--- src/verilog/fnuer_pkg.sv ---
// Purpose: constants, op codes and NaN helpers for the fp exception block
// Assumes: single format sits in bits 31:0 of a 64-bit operand
// Notes: exception vectors are {nv, of, uf, dz, nx}
// Operation
// - precision convert of signaling NaN: invalid, result is transformed quiet NaN
// - exception compare with any NaN: invalid, condition codes unordered
// - ordinary compare with a signaling NaN: invalid, condition codes unordered
// - ordinary compare with quiet NaN only: no exception, codes unordered
// - invalid without NaN operands returns positive quiet NaN of all ones
// - one-operand op on quiet NaN: no exception, operand returned unchanged
// - one-operand op on signaling NaN: invalid, operand with quiet bit set
// - two operands both quiet NaN: no exception, second operand returned
// - two operands both signaling: invalid, second operand with quiet bit set
// - exactly one signaling NaN: invalid, that NaN quieted is returned
// - no signaling, one quiet NaN: no exception, that NaN returned
// - underflow trap enabled: tiny before rounding means underflow
// - underflow trap disabled: underflow needs tiny and inexact
// - exact tiny result traps only if enabled and result subnormal
// - inexact tiny: underflow trap, else inexact trap, else both flags
// - overflow is judged after rounding, underflow before
// - float to integer invalid for NaN, infinity or out of range
// - untrapped bad integer conversion saturates by operand sign
// - without nonstandard support the nonstandard bit reads zero
// - nonstandard: subnormal operands become zero, inexact if nothing else; code checks opB only for OP_ARITH2, not for compares
// - nonstandard: untrapped subnormal results flush to zero, underflow and inexact
// - NaN transform copies high fraction bits and forces quiet bit
// - trap leaves result, codes and accrued flags; one current bit set
package fnuer_pkg;
	localparam logic [7:0]  ADDR_CTRL   = 8'h00;
	localparam logic [7:0]  ADDR_STAT   = 8'h04;
	localparam int          EXC_NX      = 0;
	localparam int          EXC_DZ      = 1;
	localparam int          EXC_UF      = 2;
	localparam int          EXC_OF      = 3;
	localparam int          EXC_NV      = 4;
	localparam int          CTRL_NS_BIT = 5;
	localparam logic [5:0]  CTRL_RESET  = 6'h00;
	localparam logic [4:0]  EXC_RESET   = 5'h00;
	localparam logic [1:0]  FCC_RESET   = 2'h0;
	localparam logic [1:0]  FCC_UNORD   = 2'h3;
	localparam logic [63:0] DNAN_D      = 64'h7FFFFFFFFFFFFFFF;
	localparam logic [63:0] DNAN_S      = 64'h000000007FFFFFFF;
	localparam logic [63:0] QBIT_D      = 64'h0008000000000000;
	localparam logic [31:0] QBIT_S      = 32'h00400000;
	localparam logic [31:0] INT_POS_SAT = 32'h7FFFFFFF;
	localparam logic [31:0] INT_NEG_SAT = 32'h80000000;
	localparam logic [10:0] FTOI_EXP_D  = 11'h41E;
	localparam logic [7:0]  FTOI_EXP_S  = 8'h9E;

	typedef enum logic [2:0] {
		OP_ARITH1 = 3'b000,
		OP_ARITH2 = 3'b001,
		OP_CVT    = 3'b010,
		OP_FTOI   = 3'b011,
		OP_CMP    = 3'b100,
		OP_CMPE   = 3'b101
	} fnuer_op_t;

	function automatic logic expOnes(input logic [63:0] x, input logic dbl);
		return dbl ? &x[62:52] : &x[30:23];
	endfunction : expOnes

	function automatic logic fracZero(input logic [63:0] x, input logic dbl);
		return dbl ? ~|x[51:0] : ~|x[22:0];
	endfunction : fracZero

	function automatic logic isNan(input logic [63:0] x, input logic dbl);
		return expOnes(x, dbl) && !fracZero(x, dbl);
	endfunction : isNan

	function automatic logic isSnan(input logic [63:0] x, input logic dbl);
		return isNan(x, dbl) && !(dbl ? x[51] : x[22]);
	endfunction : isSnan

	function automatic logic isSub(input logic [63:0] x, input logic dbl);
		return (dbl ? ~|x[62:52] : ~|x[30:23]) && !fracZero(x, dbl);
	endfunction : isSub

	function automatic logic [63:0] quietNan(input logic [63:0] x, input logic dbl);
		return dbl ? (x | QBIT_D) : {32'h0, x[31:0] | QBIT_S};
	endfunction : quietNan

	function automatic logic [63:0] nanTransform(input logic [63:0] x, input logic sd, input logic dd);
		if (sd == dd)
			return quietNan(x, sd);
		if (dd)
			return {x[31], 11'h7FF, x[22:0], 29'h0} | QBIT_D;
		return {32'h0, x[63], 8'hFF, x[51:29] | QBIT_S[22:0]};
	endfunction : nanTransform

	function automatic logic ftoiBad(input logic [63:0] x, input logic dbl);
		if (dbl)
			return (x[62:52] > FTOI_EXP_D) || (x[62:52] == FTOI_EXP_D && (!x[63] || |x[51:21]));
		return (x[30:23] > FTOI_EXP_S) || (x[30:23] == FTOI_EXP_S && (!x[31] || |x[22:0]));
	endfunction : ftoiBad
endpackage : fnuer_pkg

--- src/verilog/fnuer_exc_eval.sv ---
// Purpose: exception vector, trap decision and trap cause
// Assumes: tiny is judged on the unrounded value, overflow after rounding
// Notes: trap priority nv, of, uf, dz, nx
`timescale 1ns/100ps
module fnuer_exc_eval import fnuer_pkg::*; (
	// causes
	input  wire logic       nanHit,
	input  wire logic       nanInvalid,
	input  wire logic       arInvalid,
	input  wire logic       arOverflow,
	input  wire logic       arDivZero,
	input  wire logic       arInexact,
	input  wire logic       arTiny,
	input  wire logic       arSubRes,
	input  wire logic       ftoiInv,
	input  wire logic       nsOn,
	input  wire logic       opSub,
	input  wire logic [4:0] trapEn,
	// outcome
	output logic [4:0]      excVec,
	output logic            trapHit,
	output logic [4:0]      trapCause,
	output logic            flushRes
);
	logic [4:0] tr;

	always_comb begin
		excVec = 5'h00;
		if (nanHit) begin
			excVec[EXC_NV] = nanInvalid;
		end else begin
			excVec[EXC_NV] = arInvalid | ftoiInv;
			excVec[EXC_OF] = arOverflow;
			excVec[EXC_DZ] = arDivZero;
			if (trapEn[EXC_UF])
				excVec[EXC_UF] = arTiny & (arInexact | arSubRes);
			else
				excVec[EXC_UF] = arTiny & arInexact;
			excVec[EXC_NX] = arInexact;
			if (nsOn && arSubRes) begin
				excVec[EXC_UF] = 1'h1;
				excVec[EXC_NX] = 1'h1;
			end
			if (opSub && excVec == 5'h00)
				excVec[EXC_NX] = 1'h1;
		end
		tr = excVec & trapEn;
		trapHit = |tr;
		trapCause = 5'h00;
		for (int i = EXC_NV; i >= EXC_NX; i--) begin
			if (tr[i] && trapCause == 5'h00)
				trapCause[i] = 1'h1;
		end
		flushRes = nsOn & arSubRes & !trapHit;
	end
endmodule : fnuer_exc_eval

--- src/verilog/fnuer_nan_sel.sv ---
// Purpose: NaN detection and NaN result choice for one operation
// Assumes: operands are in the source format
// Notes: purely combinational
`timescale 1ns/100ps
module fnuer_nan_sel import fnuer_pkg::*; (
	// operation
	input  wire fnuer_op_t   opKind,
	input  wire logic        srcDbl,
	input  wire logic        dstDbl,
	input  wire logic [63:0] opA,
	input  wire logic [63:0] opB,
	// outcome
	output logic             nanHit,
	output logic             nanInvalid,
	output logic [63:0]      nanRes
);
	logic aN, aS, bN, bS;

	always_comb begin
		aN = isNan(opA, srcDbl);
		aS = isSnan(opA, srcDbl);
		bN = isNan(opB, srcDbl);
		bS = isSnan(opB, srcDbl);
		nanHit = 1'h0;
		nanInvalid = 1'h0;
		nanRes = opA;
		case (opKind)
			OP_ARITH1: begin
				nanHit = aN;
				nanInvalid = aS;
				nanRes = aS ? quietNan(opA, srcDbl) : opA;
			end
			OP_ARITH2: begin
				nanHit = aN | bN;
				nanInvalid = aS | bS;
				if (bS)
					nanRes = quietNan(opB, srcDbl);
				else if (aS)
					nanRes = quietNan(opA, srcDbl);
				else if (bN)
					nanRes = opB;
				else
					nanRes = opA;
			end
			OP_CVT: begin
				nanHit = aN;
				nanInvalid = aS;
				nanRes = nanTransform(opA, srcDbl, dstDbl);
			end
			OP_CMP: begin
				nanHit = aN | bN;
				nanInvalid = aS | bS;
			end
			OP_CMPE: begin
				nanHit = aN | bN;
				nanInvalid = aN | bN;
			end
			default: begin
				nanHit = 1'h0;
			end
		endcase
	end
endmodule : fnuer_nan_sel

--- src/verilog/fnuer_top.sv ---
// Purpose: NaN, underflow and conversion exception rules of the fpu
// Assumes: arithmetic datapath supplies rounded result and tiny/inexact flags
// Notes: outcome of an op appears one cycle after opValid
`timescale 1ns/100ps
module fnuer_top import fnuer_pkg::*; #(
	parameter bit NS_IMPL = 1'b0
) (
	// clock and reset
	input  wire logic        mclk,
	input  wire logic        srst,

	// apb slave
	input  wire logic        psel,
	input  wire logic        penable,
	input  wire logic        pwrite,
	input  wire logic [7:0]  paddr,
	input  wire logic [31:0] pwdata,
	output logic      [31:0] prdata,
	output logic             pready,
	output logic             pslverr,

	// operation from integer unit
	input  wire logic        opValid,
	input  wire fnuer_op_t   opKind,
	input  wire logic        srcDbl,
	input  wire logic        dstDbl,
	input  wire logic [63:0] opA,
	input  wire logic [63:0] opB,

	// datapath results
	input  wire logic [63:0] arResult,
	input  wire logic [31:0] intResult,
	input  wire logic [1:0]  cmpFcc,
	input  wire logic        arInvalid,
	input  wire logic        arOverflow,
	input  wire logic        arDivZero,
	input  wire logic        arInexact,
	input  wire logic        arTiny,
	input  wire logic        arSubRes,

	// completion
	output logic             resValid,
	output logic             resWe,
	output logic      [63:0] result,
	output logic             fccWe,
	output logic      [1:0]  fcc,
	output logic             trapTake,
	output logic      [4:0]  trapCause,
	output logic             nsActive
);

	typedef struct packed {
		logic [5:0]  ctrl;
		logic [4:0]  cexc;
		logic [4:0]  aexc;
		logic [1:0]  fcc;
		logic [31:0] prdata;
		logic        pready;
		logic        pslverr;
		logic        resValid;
		logic        resWe;
		logic        fccWe;
		logic        trapTake;
		logic [4:0]  trapCause;
		logic [63:0] result;
	} fnuer_top_state_t;

	fnuer_top_state_t st_r;
	fnuer_top_state_t st_nxt;

	logic        nanHit;
	logic        nanInvalid;
	logic [63:0] nanRes;
	logic [4:0]  excVec;
	logic        trapHit;
	logic [4:0]  excCause;
	logic        flushRes;
	logic        nsOn;
	logic        opSub;
	logic        ftoiInv;
	logic        opSign;
	logic        isCmp;
	logic        apbAcc;
	logic        apbWr;
	logic [63:0] resPick;

	assign nsOn    = st_r.ctrl[CTRL_NS_BIT];
	assign isCmp   = (opKind == OP_CMP) || (opKind == OP_CMPE);
	assign opSign  = srcDbl ? opA[63] : opA[31];
	assign ftoiInv = (opKind == OP_FTOI) && ftoiBad(opA, srcDbl);
	assign apbAcc  = psel & penable & !st_r.pready;
	assign apbWr   = psel & penable & st_r.pready & pwrite & !st_r.pslverr;

	// subnormal opA, or opB of OP_ARITH2, counts as zero in nonstandard mode
	assign opSub = nsOn && (isSub(opA, srcDbl) || (opKind == OP_ARITH2 && isSub(opB, srcDbl)));

	fnuer_nan_sel u_nan (
		.opKind     (opKind),
		.srcDbl     (srcDbl),
		.dstDbl     (dstDbl),
		.opA        (opA),
		.opB        (opB),
		.nanHit     (nanHit),
		.nanInvalid (nanInvalid),
		.nanRes     (nanRes)
	);

	fnuer_exc_eval u_exc (
		.nanHit     (nanHit),
		.nanInvalid (nanInvalid),
		.arInvalid  (arInvalid),
		.arOverflow (arOverflow),
		.arDivZero  (arDivZero),
		.arInexact  (arInexact),
		.arTiny     (arTiny),
		.arSubRes   (arSubRes),
		.ftoiInv    (ftoiInv),
		.nsOn       (nsOn),
		.opSub      (opSub),
		.trapEn     (st_r.ctrl[4:0]),
		.excVec     (excVec),
		.trapHit    (trapHit),
		.trapCause  (excCause),
		.flushRes   (flushRes)
	);

	// result choice: NaN rules first, then saturation and flushing
	always_comb begin
		resPick = arResult;
		if (nanHit) begin
			resPick = nanRes;
		end else if (opKind == OP_FTOI) begin
			if (ftoiInv)
				resPick = {32'h0, opSign ? INT_NEG_SAT : INT_POS_SAT};
			else
				resPick = {32'h0, intResult};
		end else if (arInvalid) begin
			resPick = dstDbl ? DNAN_D : DNAN_S;
		end else if (flushRes) begin
			resPick = dstDbl ? {arResult[63], 63'h0} : {32'h0, arResult[31], 31'h0};
		end
	end

	always_comb begin
		st_nxt = st_r;
		st_nxt.resValid = 1'h0;
		st_nxt.resWe = 1'h0;
		st_nxt.fccWe = 1'h0;
		st_nxt.trapTake = 1'h0;
		st_nxt.trapCause = 5'h00;

		// one wait state, then pready
		st_nxt.pready = apbAcc;
		st_nxt.pslverr = 1'h0;
		if (apbAcc) begin
			st_nxt.prdata = 32'h0;
			case (paddr)
				ADDR_CTRL: st_nxt.prdata = {26'h0, st_r.ctrl};
				ADDR_STAT: st_nxt.prdata = {20'h0, st_r.fcc, st_r.aexc, st_r.cexc};
				default: st_nxt.pslverr = 1'h1;
			endcase
		end
		if (apbWr) begin
			case (paddr)
				ADDR_CTRL: begin
					st_nxt.ctrl = {pwdata[CTRL_NS_BIT] & NS_IMPL, pwdata[4:0]};
				end
				ADDR_STAT: begin
					st_nxt.cexc = pwdata[4:0];
					st_nxt.aexc = pwdata[9:5];
					st_nxt.fcc = pwdata[11:10];
				end
				default: begin
					st_nxt.pslverr = 1'h0;
				end
			endcase
		end

		// hardware cexc and fcc updates win over a same-cycle software write; aexc gets excVec ORed into the written value
		if (opValid) begin
			st_nxt.resValid = 1'h1;
			if (trapHit) begin
				st_nxt.trapTake = 1'h1;
				st_nxt.trapCause = excCause;
				st_nxt.cexc = excCause;
			end else begin
				st_nxt.cexc = excVec;
				st_nxt.aexc = st_nxt.aexc | excVec;
				if (isCmp) begin
					st_nxt.fccWe = 1'h1;
					st_nxt.fcc = nanHit ? FCC_UNORD : cmpFcc;
				end else begin
					st_nxt.resWe = 1'h1;
					st_nxt.result = resPick;
				end
			end
		end
	end

	always_ff @(posedge mclk) begin
		if (srst) begin
			st_r <= '0;
			st_r.ctrl <= CTRL_RESET;
			st_r.cexc <= EXC_RESET;
			st_r.aexc <= EXC_RESET;
			st_r.fcc <= FCC_RESET;
		end else begin
			st_r <= st_nxt;
		end
	end

	assign prdata    = st_r.prdata;
	assign pready    = st_r.pready;
	assign pslverr   = st_r.pslverr;
	assign resValid  = st_r.resValid;
	assign resWe     = st_r.resWe;
	assign result    = st_r.result;
	assign fccWe     = st_r.fccWe;
	assign fcc       = st_r.fcc;
	assign trapTake  = st_r.trapTake;
	assign trapCause = st_r.trapCause;
	assign nsActive  = st_r.ctrl[CTRL_NS_BIT];

	property p_done;
		@(posedge mclk) disable iff (srst)
		opValid |=> resValid && (trapTake || resWe || fccWe);
	endproperty
	a_done: assert property (p_done) else $error("op did not complete next cycle");

	property p_trap_quiet;
		@(posedge mclk) disable iff (srst)
		trapTake |-> !resWe && !fccWe && $onehot(trapCause) && st_r.cexc == trapCause;
	endproperty
	a_trap_quiet: assert property (p_trap_quiet) else $error("trap wrote state or bad cause");

	property p_trap_aexc;
		@(posedge mclk) disable iff (srst)
		opValid && trapHit && !apbWr |=> st_r.aexc == $past(st_r.aexc) && st_r.fcc == $past(st_r.fcc);
	endproperty
	a_trap_aexc: assert property (p_trap_aexc) else $error("trap changed accrued flags");

	property p_cvt_snan;
		@(posedge mclk) disable iff (srst)
		opValid && opKind == OP_CVT && isSnan(opA, srcDbl) && !st_r.ctrl[EXC_NV]
		|=> resWe && result == $past(nanRes) && st_r.cexc[EXC_NV];
	endproperty
	a_cvt_snan: assert property (p_cvt_snan) else $error("convert of signaling NaN wrong");

	property p_cmpe;
		@(posedge mclk) disable iff (srst)
		opValid && opKind == OP_CMPE && nanHit && !st_r.ctrl[EXC_NV]
		|=> fccWe && fcc == FCC_UNORD && st_r.cexc[EXC_NV];
	endproperty
	a_cmpe: assert property (p_cmpe) else $error("exception compare with NaN wrong");

	property p_cmp_snan;
		@(posedge mclk) disable iff (srst)
		opValid && opKind == OP_CMP && (isSnan(opA, srcDbl) || isSnan(opB, srcDbl)) && !st_r.ctrl[EXC_NV]
		|=> fcc == FCC_UNORD && st_r.cexc[EXC_NV];
	endproperty
	a_cmp_snan: assert property (p_cmp_snan) else $error("compare with signaling NaN wrong");

	property p_cmp_qnan;
		@(posedge mclk) disable iff (srst)
		opValid && opKind == OP_CMP && nanHit && !isSnan(opA, srcDbl) && !isSnan(opB, srcDbl)
		|=> fccWe && !trapTake && fcc == FCC_UNORD && st_r.cexc == 5'h00;
	endproperty
	a_cmp_qnan: assert property (p_cmp_qnan) else $error("compare with quiet NaN wrong");

	property p_dnan;
		@(posedge mclk) disable iff (srst)
		opValid && (opKind == OP_ARITH1 || opKind == OP_ARITH2) && !nanHit && arInvalid && !st_r.ctrl[EXC_NV]
		|=> resWe && result == ($past(dstDbl) ? DNAN_D : DNAN_S);
	endproperty
	a_dnan: assert property (p_dnan) else $error("default NaN wrong");

	property p_q1;
		@(posedge mclk) disable iff (srst)
		opValid && opKind == OP_ARITH1 && isNan(opA, srcDbl) && !isSnan(opA, srcDbl)
		|=> result == $past(opA) && !trapTake && st_r.cexc == 5'h00;
	endproperty
	a_q1: assert property (p_q1) else $error("single quiet NaN not passed");

	property p_s1;
		@(posedge mclk) disable iff (srst)
		opValid && opKind == OP_ARITH1 && isSnan(opA, srcDbl) && !st_r.ctrl[EXC_NV]
		|=> result == ($past(srcDbl) ? ($past(opA) | QBIT_D) : {32'h0, QBIT_S | 32'($past(opA))})
		&& st_r.cexc[EXC_NV];
	endproperty
	a_s1: assert property (p_s1) else $error("single signaling NaN not quieted");

	property p_qq;
		@(posedge mclk) disable iff (srst)
		opValid && opKind == OP_ARITH2 && isNan(opA, srcDbl) && isNan(opB, srcDbl)
		&& !isSnan(opA, srcDbl) && !isSnan(opB, srcDbl)
		|=> result == $past(opB) && !trapTake;
	endproperty
	a_qq: assert property (p_qq) else $error("two quiet NaNs wrong pick");

	property p_ss;
		@(posedge mclk) disable iff (srst)
		opValid && opKind == OP_ARITH2 && isSnan(opA, srcDbl) && isSnan(opB, srcDbl) && !st_r.ctrl[EXC_NV]
		|=> result == ($past(srcDbl) ? ($past(opB) | QBIT_D) : {32'h0, QBIT_S | 32'($past(opB))})
		&& st_r.cexc[EXC_NV];
	endproperty
	a_ss: assert property (p_ss) else $error("two signaling NaNs wrong pick");

	property p_s_one;
		@(posedge mclk) disable iff (srst)
		opValid && opKind == OP_ARITH2 && isSnan(opA, srcDbl) && !isSnan(opB, srcDbl) && st_r.ctrl[EXC_NV]
		|=> trapTake && trapCause[EXC_NV] && !resWe;
	endproperty
	a_s_one: assert property (p_s_one) else $error("one signaling NaN did not trap");

	property p_q_one;
		@(posedge mclk) disable iff (srst)
		opValid && opKind == OP_ARITH2 && !isNan(opA, srcDbl) && isNan(opB, srcDbl) && !isSnan(opB, srcDbl)
		|=> result == $past(opB) && st_r.cexc == 5'h00;
	endproperty
	a_q_one: assert property (p_q_one) else $error("one quiet NaN wrong pick");

	property p_uf_exact;
		@(posedge mclk) disable iff (srst)
		opValid && !nanHit && !isCmp && opKind != OP_FTOI && arTiny && !arInexact && arSubRes
		&& st_r.ctrl[4:0] == 5'h04 && !arInvalid && !arOverflow && !arDivZero
		|=> trapTake && trapCause == 5'h04;
	endproperty
	a_uf_exact: assert property (p_uf_exact) else $error("exact subnormal missed trap");

	property p_uf_off;
		@(posedge mclk) disable iff (srst)
		opValid && !nanHit && arTiny && !arInexact && !st_r.ctrl[EXC_UF] && !nsOn
		|=> !st_r.cexc[EXC_UF];
	endproperty
	a_uf_off: assert property (p_uf_off) else $error("exact tiny flagged underflow");

	property p_tiny_nx;
		@(posedge mclk) disable iff (srst)
		opValid && !nanHit && arTiny && arInexact && st_r.ctrl[4:0] == 5'h01
		&& !arInvalid && !arOverflow && !arDivZero && !ftoiInv
		|=> trapTake && trapCause == 5'h01 && st_r.aexc == $past(st_r.aexc);
	endproperty
	a_tiny_nx: assert property (p_tiny_nx) else $error("inexact tiny did not take inexact trap");

	property p_ftoi;
		@(posedge mclk) disable iff (srst)
		opValid && opKind == OP_FTOI && ftoiInv && !st_r.ctrl[EXC_NV]
		|=> result[31:0] == ($past(opSign) ? INT_NEG_SAT : INT_POS_SAT) && st_r.cexc[EXC_NV];
	endproperty
	a_ftoi: assert property (p_ftoi) else $error("integer saturation wrong");

	property p_ns_ro;
		@(posedge mclk) disable iff (srst)
		!NS_IMPL |-> !nsActive;
	endproperty
	a_ns_ro: assert property (p_ns_ro) else $error("nonstandard bit set without support");

	property p_ns_flush;
		@(posedge mclk) disable iff (srst)
		opValid && nsOn && arSubRes && !nanHit && !arInvalid && opKind == OP_ARITH2 && st_r.ctrl[4:0] == 5'h00
		|=> resWe && result[30:0] == 31'h0 && st_r.cexc[EXC_UF] && st_r.cexc[EXC_NX];
	endproperty
	a_ns_flush: assert property (p_ns_flush) else $error("nonstandard flush wrong");

endmodule : fnuer_top
--- config.mk ---
export PLATFORM = sky130hd
export DESIGN_NAME = fnuer_top
export DESIGN_NICKNAME = d
export VERILOG_FILES = /design/src/verilog/fnuer_pkg.sv /design/src/verilog/fnuer_exc_eval.sv /design/src/verilog/fnuer_nan_sel.sv /design/src/verilog/fnuer_top.sv
export SDC_FILE = /design/constraint.sdc
export NUM_CORES = 1
export LEC_CHECK = 0
export ABC_AREA = 1
export BUFFER_PORTS_ARGS = -buffer_cell sky130_fd_sc_hd__buf_4
export CAP_MARGIN = 20
export CORE_MARGIN = 1
export CORE_UTILIZATION = 27
export CTS_CLUSTER_SIZE = 30
export DETAILED_ROUTE_END_ITERATION = 7
export HOLD_SLACK_MARGIN = 0.12
export RECOVER_POWER = 100
export SLEW_MARGIN = 20
export SYNTH_ARGS = -nofsm -noshare
export SYNTH_HDL_FRONTEND = slang
export SYNTH_SLANG_ARGS = --single-unit
--- constraint.sdc ---
create_clock -name mclk -period 3.3 [get_ports mclk]
set_clock_uncertainty 0.2 [all_clocks]
set_input_delay 0.495 -clock mclk [delete_from_list [all_inputs] [get_ports mclk]]
set_output_delay 0.495 -clock mclk [all_outputs]
set_load 0.005 [all_outputs]
* Yosys cells after proc, flatten, opt, wreduce, memory -nomap -nowiden *
Index checks and enable logic that the tools add are counted.

storage, ports and cells
  register bits after elaboration = 124
  input bits = 283
  output and inout port bits = 110
  logic and storage cells = 157

cells by class
  $lt $le $gt $ge = 2
  equal/unequal tests = 9
  multiplexer cells = 61
  bitwise logic cells = 17
  reductions and logical operators = 55

operators by type and width
  cell                                                    number
  two-way mux 64 bit                                      15
  case mux 64 bit (3 select lines)                        1
  OR reduction 52 bit                                     2
  two-way mux 73 bit                                      1
  two-way mux 32 bit                                      2
  two-way mux 63 bit                                      1
  OR reduction 23 bit                                     2
  two-way mux 12 bit                                      3
  OR reduction 31 bit                                     1
  two-way mux 1 bit                                       28
  case mux 12 bit (2 select lines)                        1
  AND reduction 11 bit                                    2
  AND reduction 8 bit                                     2
  zero test 1 bit                                         12
  == test 11 bit (second input constant)                  1
  greater-than comparator 11 bit (second input constant)  1
  logical AND 1 bit                                       11
  == test 8 x 3 -> 1 bit (second input constant)          1
  == test 8 bit (second input constant)                   1
  greater-than comparator 8 bit (second input constant)   1
  zero test 8 bit                                         1
  OR reduction 2 bit                                      4
  bitwise AND 1 bit                                       7
  two-way mux 7 bit                                       1
  other kinds (24)                                        42

* Depth between registers and ports, before layout *
Gate-level depths: netlist (run 1).

  depth in word-level cells = 25
  mapped depth = 22
  gate-level depth less buffers = 19

* By module *
Synthesis (run 1) repeated with hierarchy kept, for this count alone.

second synthesis, totals
  cell total of the unflattened synthesis = 2189
  area total of the unflattened synthesis = 11573.6 sq um

modules (own cells, without submodules)
  module          instances  cells each  area an instance (sq um)  sequential area each (sq um)
  fnuer_top       1          1113        6721.4                    2082.0
  fnuer_nan_sel   1          1033        4655.7                    0.0
  fnuer_exc_eval  1          43          196.4                     0.0

* Worst setup path before layout (run 1) *
Ideal clock, no wire load.

  path type = in2reg
  from = input srcDbl
  to = register st_r (netlist bit result[3])
  setup time = 0.114 ns
  arrival time = 2.351 ns
  required time = 2.986 ns
  path slack = 0.635 ns
  stages on the path = 16
  path buffers = 4
  path through = buf_6 > buf_2 > o31ai_2 > nand2_2 > nand2_1 > nand2_2 > nand3_1 > nand2_2 > nor2_8 > nand2_4 > nor2_8 > nand2_2 > buf_4 > buf_2 > a21oi_1 > nor2_1

between the ends
  cells in the longest elaborated chain, start to end = 11
  elaborated cells on any way between the ends = 42
  those cells by class = eq/ne (1); mux (25); bitwise (5); reduce/logical (11)

RTL lines
  item                             line                                      source
  start, declared                  fnuer_top.sv:25                           input wire logic srcDbl,
  two-way mux 1 bit                fnuer_pkg.sv:64                           return dbl ? ~|x[51:0] : ~|x[22:0];
  zero test 1 bit                  fnuer_pkg.sv:68                           return expOnes(x, dbl) && !fracZero(x, dbl);
  logical AND 1 bit                fnuer_pkg.sv:68
  logical AND 1 bit                fnuer_pkg.sv:72                           return isNan(x, dbl) && !(dbl ? x[51] : x[22]);
  bitwise OR 1 bit                 fnuer_nan_sel.sv:35, fnuer_nan_sel.sv:52
  case mux 1 bit (3 select lines)  fnuer_nan_sel.sv:27                       case (opKind)
  two-way mux 1 bit                fnuer_exc_eval.sv:29                      if (nanHit) begin
  bitwise AND 5 bit                fnuer_exc_eval.sv:47                      tr = excVec & trapEn;
  OR reduction 5 bit               fnuer_exc_eval.sv:48                      trapHit = |tr;
  inverter 1 bit (no line)         n/a
  AND reduction 3 bit (no line)    n/a
  end signal, assigned             fnuer_top.sv:208                          st_r <= st_nxt;
  end, declared                    fnuer_top.sv:68                           fnuer_top_state_t st_r;

Several ways; a longest one is shown, not always the timed one. The select of a mux whose other input is x is not followed.
A chain may end at the register's enable or synchronous reset.

* Final worst setup path (run 1) *
  from = input opA[7]
  to = register st_r (netlist bit result[50])

between the ends
  cells in the longest elaborated chain, start to end = 13
  elaborated cells on any way between the ends = 29
  those cells by class = mux (11); bitwise (5); reduce/logical (13)

RTL lines
  item                                                        line                                      source
  start, declared                                             fnuer_top.sv:27                           input wire logic [63:0] opA,
  OR reduction 52 bit or OR reduction 23 bit (tied branches)  fnuer_pkg.sv:64, fnuer_pkg.sv:94
  zero test 1 bit                                             fnuer_pkg.sv:64
  two-way mux 1 bit                                           fnuer_pkg.sv:64
  zero test 1 bit                                             fnuer_pkg.sv:68
  logical AND 1 bit                                           fnuer_pkg.sv:68
  logical AND 1 bit                                           fnuer_pkg.sv:72
  bitwise OR 1 bit                                            fnuer_nan_sel.sv:35, fnuer_nan_sel.sv:52
  case mux 1 bit (3 select lines)                             fnuer_nan_sel.sv:27
  two-way mux 1 bit                                           fnuer_exc_eval.sv:29
  bitwise AND 5 bit                                           fnuer_exc_eval.sv:47
  OR reduction 5 bit                                          fnuer_exc_eval.sv:48
  inverter 1 bit (no line)                                    n/a
  AND reduction 3 bit (no line)                               n/a

Several ways; a longest one is shown, not always the timed one.

==> flow_metrics.py, run 1 <==
metrics = {
    "worst_setup_path": {
        "crit_top_cell": "nand2_1",
        "cp_slowest_stage_delay_ns": 0.27,
        "worstSetupEndpointType": "register",
        "endpoint": "result[50]",
        "crit_family": "simple AND/OR/NAND/NOR gates",
        "path_max_fanout": 63,
        "rrSetupSlack_ns": 1.10,
        "ff2ff_path_depth": 12,
        "cp.required_ns": 3.38,
        "crit_arrival_ns": 2.94,
        "critPathLaunchType": "input port",
        "worst_r2r_startpoint": "st_r[121]",
        "crit_buf_inv": 2,
        "path_depth": 20,
        "worstReg2RegEnd": "result[50]",
        "critPathSlowestCell": "buf_12",
        "crit_start": "opA[7]",
        "cp_cell_sequence": "clkbuf_1 > nor2_1 > nand2_1 > nor2_1 > nand2_1 > nor2_1 > nand3_1 > nand3_1 > nand2_1 > nand2_2 > nand3_1 > nand2_1 > nor2_8 > nand2_4 > nor2_8 > nand2_4 > buf_12 > nand2_1 > nand2_1 > nor2_1",
        "critPathKind": "input port to register",
    },
    "synthesis": {
        "synth_edf_count": 0,
        "synth-main-ff-cell": "dfxtp_1",
        "synth-seq-area-share": 0.2012,
        "syn_avg_cell_area_um2": 5.510,
        "synth_top_area_share": 0.2126,
        "synth_area_leaders": "nand2_1 21%, dfxtp_1 20%, a21oi_1 9.2%",
        "ys_ff_latch": 104,
        "async_flop_share": 0,
        "ys_warn_count": 0,
        "synth_cell_types": 37,
        "yosysTopAreaCell": "nand2_1",
        "syn-instance-count": 1878,
        "netlist_area_mm2": 0.01035,
    },
    "sta": {
        "rsz0062_at_grt": "false",
        "max_freq_mhz": 348.5,
        "setup_tns_ns": 0,
        "hold_viol": 0,
        "period_minus_slack_ns": 2.870,
        "fin_crit_sh": 0.8696,
        "worst_pin_slew_ns": 0.9770,
        "maxSlewHeadroom": 0.3487,
        "slew_violations": 0,
        "setup_viol": 0,
    },
    "die": {
        "std_cell_rows": 71,
        "io_pins": 393,
        "start_util": 0.2747,
        "core_mm2": 0.03767,
        "die_x_um": 197.8,
        "dieHeight_um": 197.8,
        "die_area_mm2": 0.03911,
    },
    "route": {
        "ant_nets": 0,
        "drt-total-wl_um": 48900,
        "vias_per_cell": 4.903,
        "post_drt_wl_per_cell_um": 18.55,
        "drc_errors": 0,
        "drtIter0Drc": 1074,
        "first_pass_iters": 5,
        "num_vias": 12925,
    },
    "clock_tree": {
        "clockRootBuffer": "clkbuf_16",
        "cts_resized": 0,
        "cts_setup_buffers": 0,
        "cts_hold_buf": 0,
        "cts.clk_slew.worst_paths_ns": 0.07,
        "cts_buffer_depth": 2,
        "cts_tree": "built",
        "h-tree-depth": 3,
        "cts_buffers": 9,
        "worstSkewPairLatency_ns": 0.37,
        "cts_sinks": 104,
    },
    "finish": {
        "final_nets": 2404,
        "instances_no_fill": 2636,
        "area_delta_synth_final_pct": 28.04,
        "drive_gt1_frac": 0.2058,
    },
    "place": {
        "dp.cells": 2619,
        "port-buffer-count": 351,
        "place_congestion": 0.9375,
        "place_hpwl_um": 39390,
    },
    "pwr": {
        "peakVddDrop_mv": 0.2254,
        "power_density_mw_per_mm2": 282.1,
        "p_leak_nw": 6.325,
    },
    "global_route": {
        "grt_antenna_before_repair": 2,
        "grt_max_degree": 103,
        "grt_pass1_wl_um": 72430,
        "grt-ovfl-total": 0,
        "grt_pass1_vias": 11964,
        "grtUsageTotal": 0.2464,
    },
    "min_path": {
        "min_path_type": "input port to register",
    },
    "run_status": {
        "status": "complete, no violations",
    },
    "run": {
        "timing.max_cap.violations": 0,
    },
}
==> synthesized netlist by cell type, types with 33 or more instances <==
master / instances
nand3_1: 128
o21ai_0: 111
buf_4: 107
a21oi_1: 191
clkbuf_1: 76
nand2_1: 586
dfxtp_1: 104
o22ai_1: 33
o211ai_1: 50
inv_1: 164
nor2_1: 203
==> layout by cell type, fill, tap and decap left out, drive strengths merged, types with 3 or more instances in the layout <==
master   netlist  final
nor2         207    207
o221ai         3      3
nand3        131    131
clkbuf        76    107
a22oi         14     14
o21ai        114    114
dfxtp        104    104
o22ai         33     33
inv          170    172
nand2        594    594
o211ai        50     50
conb           1     21
nand3b         6      6
o2111ai        3      3
clkinv         3      4
nor4           4      4
nand4         14     14
a21oi        191    191
nor3          14     14
buf          139    328
==> power breakdown <==
part           total, W  leakage, nW  internal, W  switching, W
Combinational   0.00123         5.33     0.000527      0.000703
Clock           0.00111        0.139     0.000585      0.000529
Sequential      0.00139        0.860      0.00135     0.0000478
==> layer usage <==
metal	share of wire	routed length, µm	up-vias	track usage
met3	0.086	4192	49	0.05110
met4	0.024	1159	0	0.07465
li1	-	-	6460	-
met5	0	0	-	0
met2	0.45	21810	583	0.3898
met1	0.44	21740	5833	0.3335
==> stage by stage <==
step                utilization  hold WS (ns)  power, W  instance area, µm²  setup WS, ns
finish                   0.3517        0.1762  0.003738               13250        0.4304
global route             0.3517        0.1793  0.003958               13250        0.1096
CTS                      0.3554        0.1644  0.003808               13390        0.4985
detailed placement       0.3478        0.2481  0.002674               13100        0.1010
global placement         0.3478        0.2530  0.002665               13100        0.1068
floorplan                     -        0.2359  0.002120               10420        0.6349
==> cell families (layout without fill, tap and decap cells) <==
logic type               Yosys count  in the layout  synth area share
AND/OR/NAND/NOR                  970            970            0.3840
AO/OA/AOI/OAI                    413            413            0.2249
buffers and inverters            388            613            0.1871
flip-flops                       104            104            0.2012
adder cells (fa/ha/maj)            2              2          0.002418
other                              1             23         0.0003624
==> layout make-up <==
class	instances	area [µm²]
Clock buffer	10	229.0
Multi-Input combinational cell	1406	6445
Sequential cell	104	2082
Timing Repair Buffer	425	3143
Inverter	173	649.4
Antenna cell	2	5.005
Clock inverter	5	56.30
Fill cell	4356	24420
Tap cell	511	639.4
==> sequential cells by signal (all words and copies together), names as in the netlist, 2 cells and up <==
register / cells
result: 64
trapCause: 5
fcc: 2
st_r: 15
prdata: 12
==> tightest hold or removal path: stages <==
cell and delay (ns):
buf_4 0.08, nor3_1 0.05, nor2_1 0.09
==> worst min path at each step <==
stage	end	cells past startpoint	slack, ns	from
final	st_r[123]	3	0.18	pwdata[4]
after global routing	st_r[123]	3	0.18	pwdata[4]
after CTS	pready	2	0.16	srst
after detailed placement	prdata[5]	2	0.25	st_r[109]
after global placement	prdata[5]	2	0.25	st_r[109]
after floorplan	prdata[5]	2	0.24	st_r[109]
No activity file was read; power rests on OpenSTA's default activity.
==> run 2, diff against run 1 <==
Settings changed: CELL_PAD_IN_SITES_DETAIL_PLACEMENT set to 0, CELL_PAD_IN_SITES_GLOBAL_PLACEMENT set to 1, CORE_UTILIZATION 27 to 30, PLACE_DENSITY_LB_ADDON set to 0.1.
==> run 2 against run 1 <==
Compared with the run above: wire length down 1.7%; design area down 0.15%; worst hold slack better by 0.0025 ns; sequential power about the same; power up 0.56%; flip-flop and latch count unchanged; largest power group unchanged; combinational power about the same; critical path type unchanged; global-route usage up 2.1 points; utilization up 4.1 points; highest routed layer unchanged; die area down 9.9%; clock power about the same.
==> flow_metrics.py, run 2 (synthesis gave the netlist of run 1 again) <==
metrics = {
    "run_status": {
        "status": "complete, no violations",
    },
    "global_route": {
        "use_met2": 0.4152,
        "grt_max_degree": 115,
        "use_met3": 0.04978,
        "grt.busiest_layer": "met2",
        "grt_antenna_before_repair": 0,
        "grtUsageMet1": 0.3813,
        "grt_pass1_wl_um": 72760,
        "grtUsageTotal": 0.2677,
        "grt_pass1_vias": 11927,
        "grt-ovfl-total": 0,
    },
    "worst_setup_path": {
        "critPathSlowestCell": "nand3_1",
        "crit_start": "opB[21]",
        "cp_slowest_stage_delay_ns": 0.25,
        "worst_r2r_startpoint": "st_r[121]",
        "cp.required_ns": 3.37,
        "critPathLaunchType": "input port",
        "crit_arrival_ns": 3.08,
        "critPathKind": "input port to register",
        "ff2ff_path_depth": 11,
        "worstSetupEndpointType": "register",
        "rrSetupSlack_ns": 1.21,
        "worstReg2RegEnd": "result[20]",
        "path_max_fanout": 38,
        "crit_top_cell": "nand2_1",
        "cp_cell_sequence": "buf_4 > nor2_1 > nand2_1 > nor2_1 > nand2_1 > o21ai_1 > nand2_2 > nand2_2 > nand2_1 > nand2_1 > nand3_1 > nand3_1 > nand2_4 > nor2_8 > nand2_4 > buf_12 > a21oi_1 > nor2_1",
    },
    "sta": {
        "setup_ws_ns": 0.2918,
        "worst_pin_slew_ns": 1.029,
        "period_minus_slack_ns": 3.008,
        "hold_viol": 0,
        "rsz0062_at_grt": "false",
        "slew_violations": 0,
        "max_freq_mhz": 332.4,
        "fin_crit_sh": 0.9116,
        "maxSlewHeadroom": 0.3141,
        "setup_viol": 0,
        "setup_tns_ns": 0,
    },
    "clock_tree": {
        "h-tree-depth": 3,
        "cts_setup_buffers": 0,
        "cts_resized": 0,
        "cts_hold_buf": 0,
        "cts_sinks": 104,
        "cts_buffer_depth": 2,
        "cts.clk_slew.worst_paths_ns": 0.08,
        "cts_buffers": 9,
        "clockRootBuffer": "clkbuf_16",
        "worstSkewPairLatency_ns": 0.37,
        "cts_tree": "built",
    },
    "place": {
        "place_congestion": 0.8884,
        "place_hpwl_um": 37660,
        "port-buffer-count": 351,
        "post-place-ws_ns": 0.005796,
    },
    "finish": {
        "final_nets": 2405,
        "area_delta_synth_final_pct": 27.85,
        "final_cell_mix": "587 x nand2_1, 318 x buf_4, 198 x nor2_1, 191 x a21oi_1, 164 x inv_1",
        "diodes": 0,
        "largest_reg_flops": 64,
        "drive_gt1_frac": 0.2108,
        "final_common_cell": "nand2_1",
    },
    "route": {
        "post_drt_wl_per_cell_um": 18.68,
        "ant_nets": 0,
        "drt-total-wl_um": 48060,
        "drc_errors": 0,
        "vias_per_cell": 4.977,
        "drtIter0Drc": 1069,
        "first_pass_iters": 5,
        "num_vias": 12805,
    },
    "die": {
        "dieHeight_um": 187.7,
        "start_util": 0.3070,
        "die_x_um": 187.7,
        "io_pins": 393,
        "std_cell_rows": 67,
        "core_mm2": 0.03370,
        "die_area_mm2": 0.03524,
    },
    "min_path": {
        "hold_depth": 3,
        "worstHoldEndpoint": "st_r[123]",
        "min_path_type": "input port to register",
        "holdCritStartpoint": "pwdata[4]",
    },
    "run": {
        "timing.max_cap.violations": 0,
    },
    "pwr": {
        "power_density_mw_per_mm2": 284.1,
        "peakVddDrop_mv": 0.2304,
        "p_leak_nw": 6.371,
        "p_seq_frac": 0.370,
        "comb_power_share": 0.326,
        "clkPwrFrac": 0.304,
        "switchingPower_w": 0.001350,
        "p_int_w": 0.002409,
        "swShare": 0.3591,
    },
}
-- run 2: stage by stage --
step	hold WS, ns	instance area [µm²]	cells	power [W]	util
detailed placement	0.2502	13080	2557	0.002668	0.3881
floorplan	0.2359	10420	1898	0.002120	-
CTS	0.1719	13370	2573	0.003820	0.3967
global route	0.1801	13230	2573	0.003989	0.3926
finish	0.1786	13230	2573	0.003759	0.3926
global placement	0.2480	13080	2557	0.002661	0.3881
-- run 2: worst max-delay path: cells and delay by family --
family	cells	cell delay (ns)
buffers and inverters	2	0.31
AO/OA/AOI/OAI	2	0.33
AND/OR/NAND/NOR	14	1.88
-- run 2: layout make-up --
type / instances / area [µm²]
Multi-Input combinational cell: 1406 / 6429
Clock buffer: 10 / 229.0
Clock inverter: 6 / 58.81
Sequential cell: 104 / 2082
Tap cell: 448 / 560.5
Fill cell: 3899 / 20470
Inverter: 173 / 649.4
Timing Repair Buffer: 426 / 3221
-- run 2: worst max-delay path by stage --
stage / depth (start not counted) / slack [ns] / to
floorplan: 16 / 0.63 / result[3]
global placement: 18 / 0.009 / result[2]
detailed placement: 18 / 0.006 / result[2]
CTS: 18 / 0.41 / result[2]
global route: 18 / 0.09 / result[38]
finish: 18 / 0.29 / result[20]
-- run 2: per-layer routing --
layer  vias up  routed length (µm)  share of wire
met1      5786               22780           0.47
met2       518               20890           0.43
met4         0                 768          0.016
met3        34                3632          0.076
li1       6467                   -              -
met5         -                   0              0
-- run 2: power by group through the flow --
stage	Clock, W	Combinational, W	Sequential, W
after floorplan	0	0.000712	0.00141
after global placement	0	0.00124	0.00142
after detailed placement	0	0.00125	0.00142
after CTS	0.00118	0.00125	0.00139
after global routing	0.00123	0.00136	0.00140
final	0.00114	0.00122	0.00139
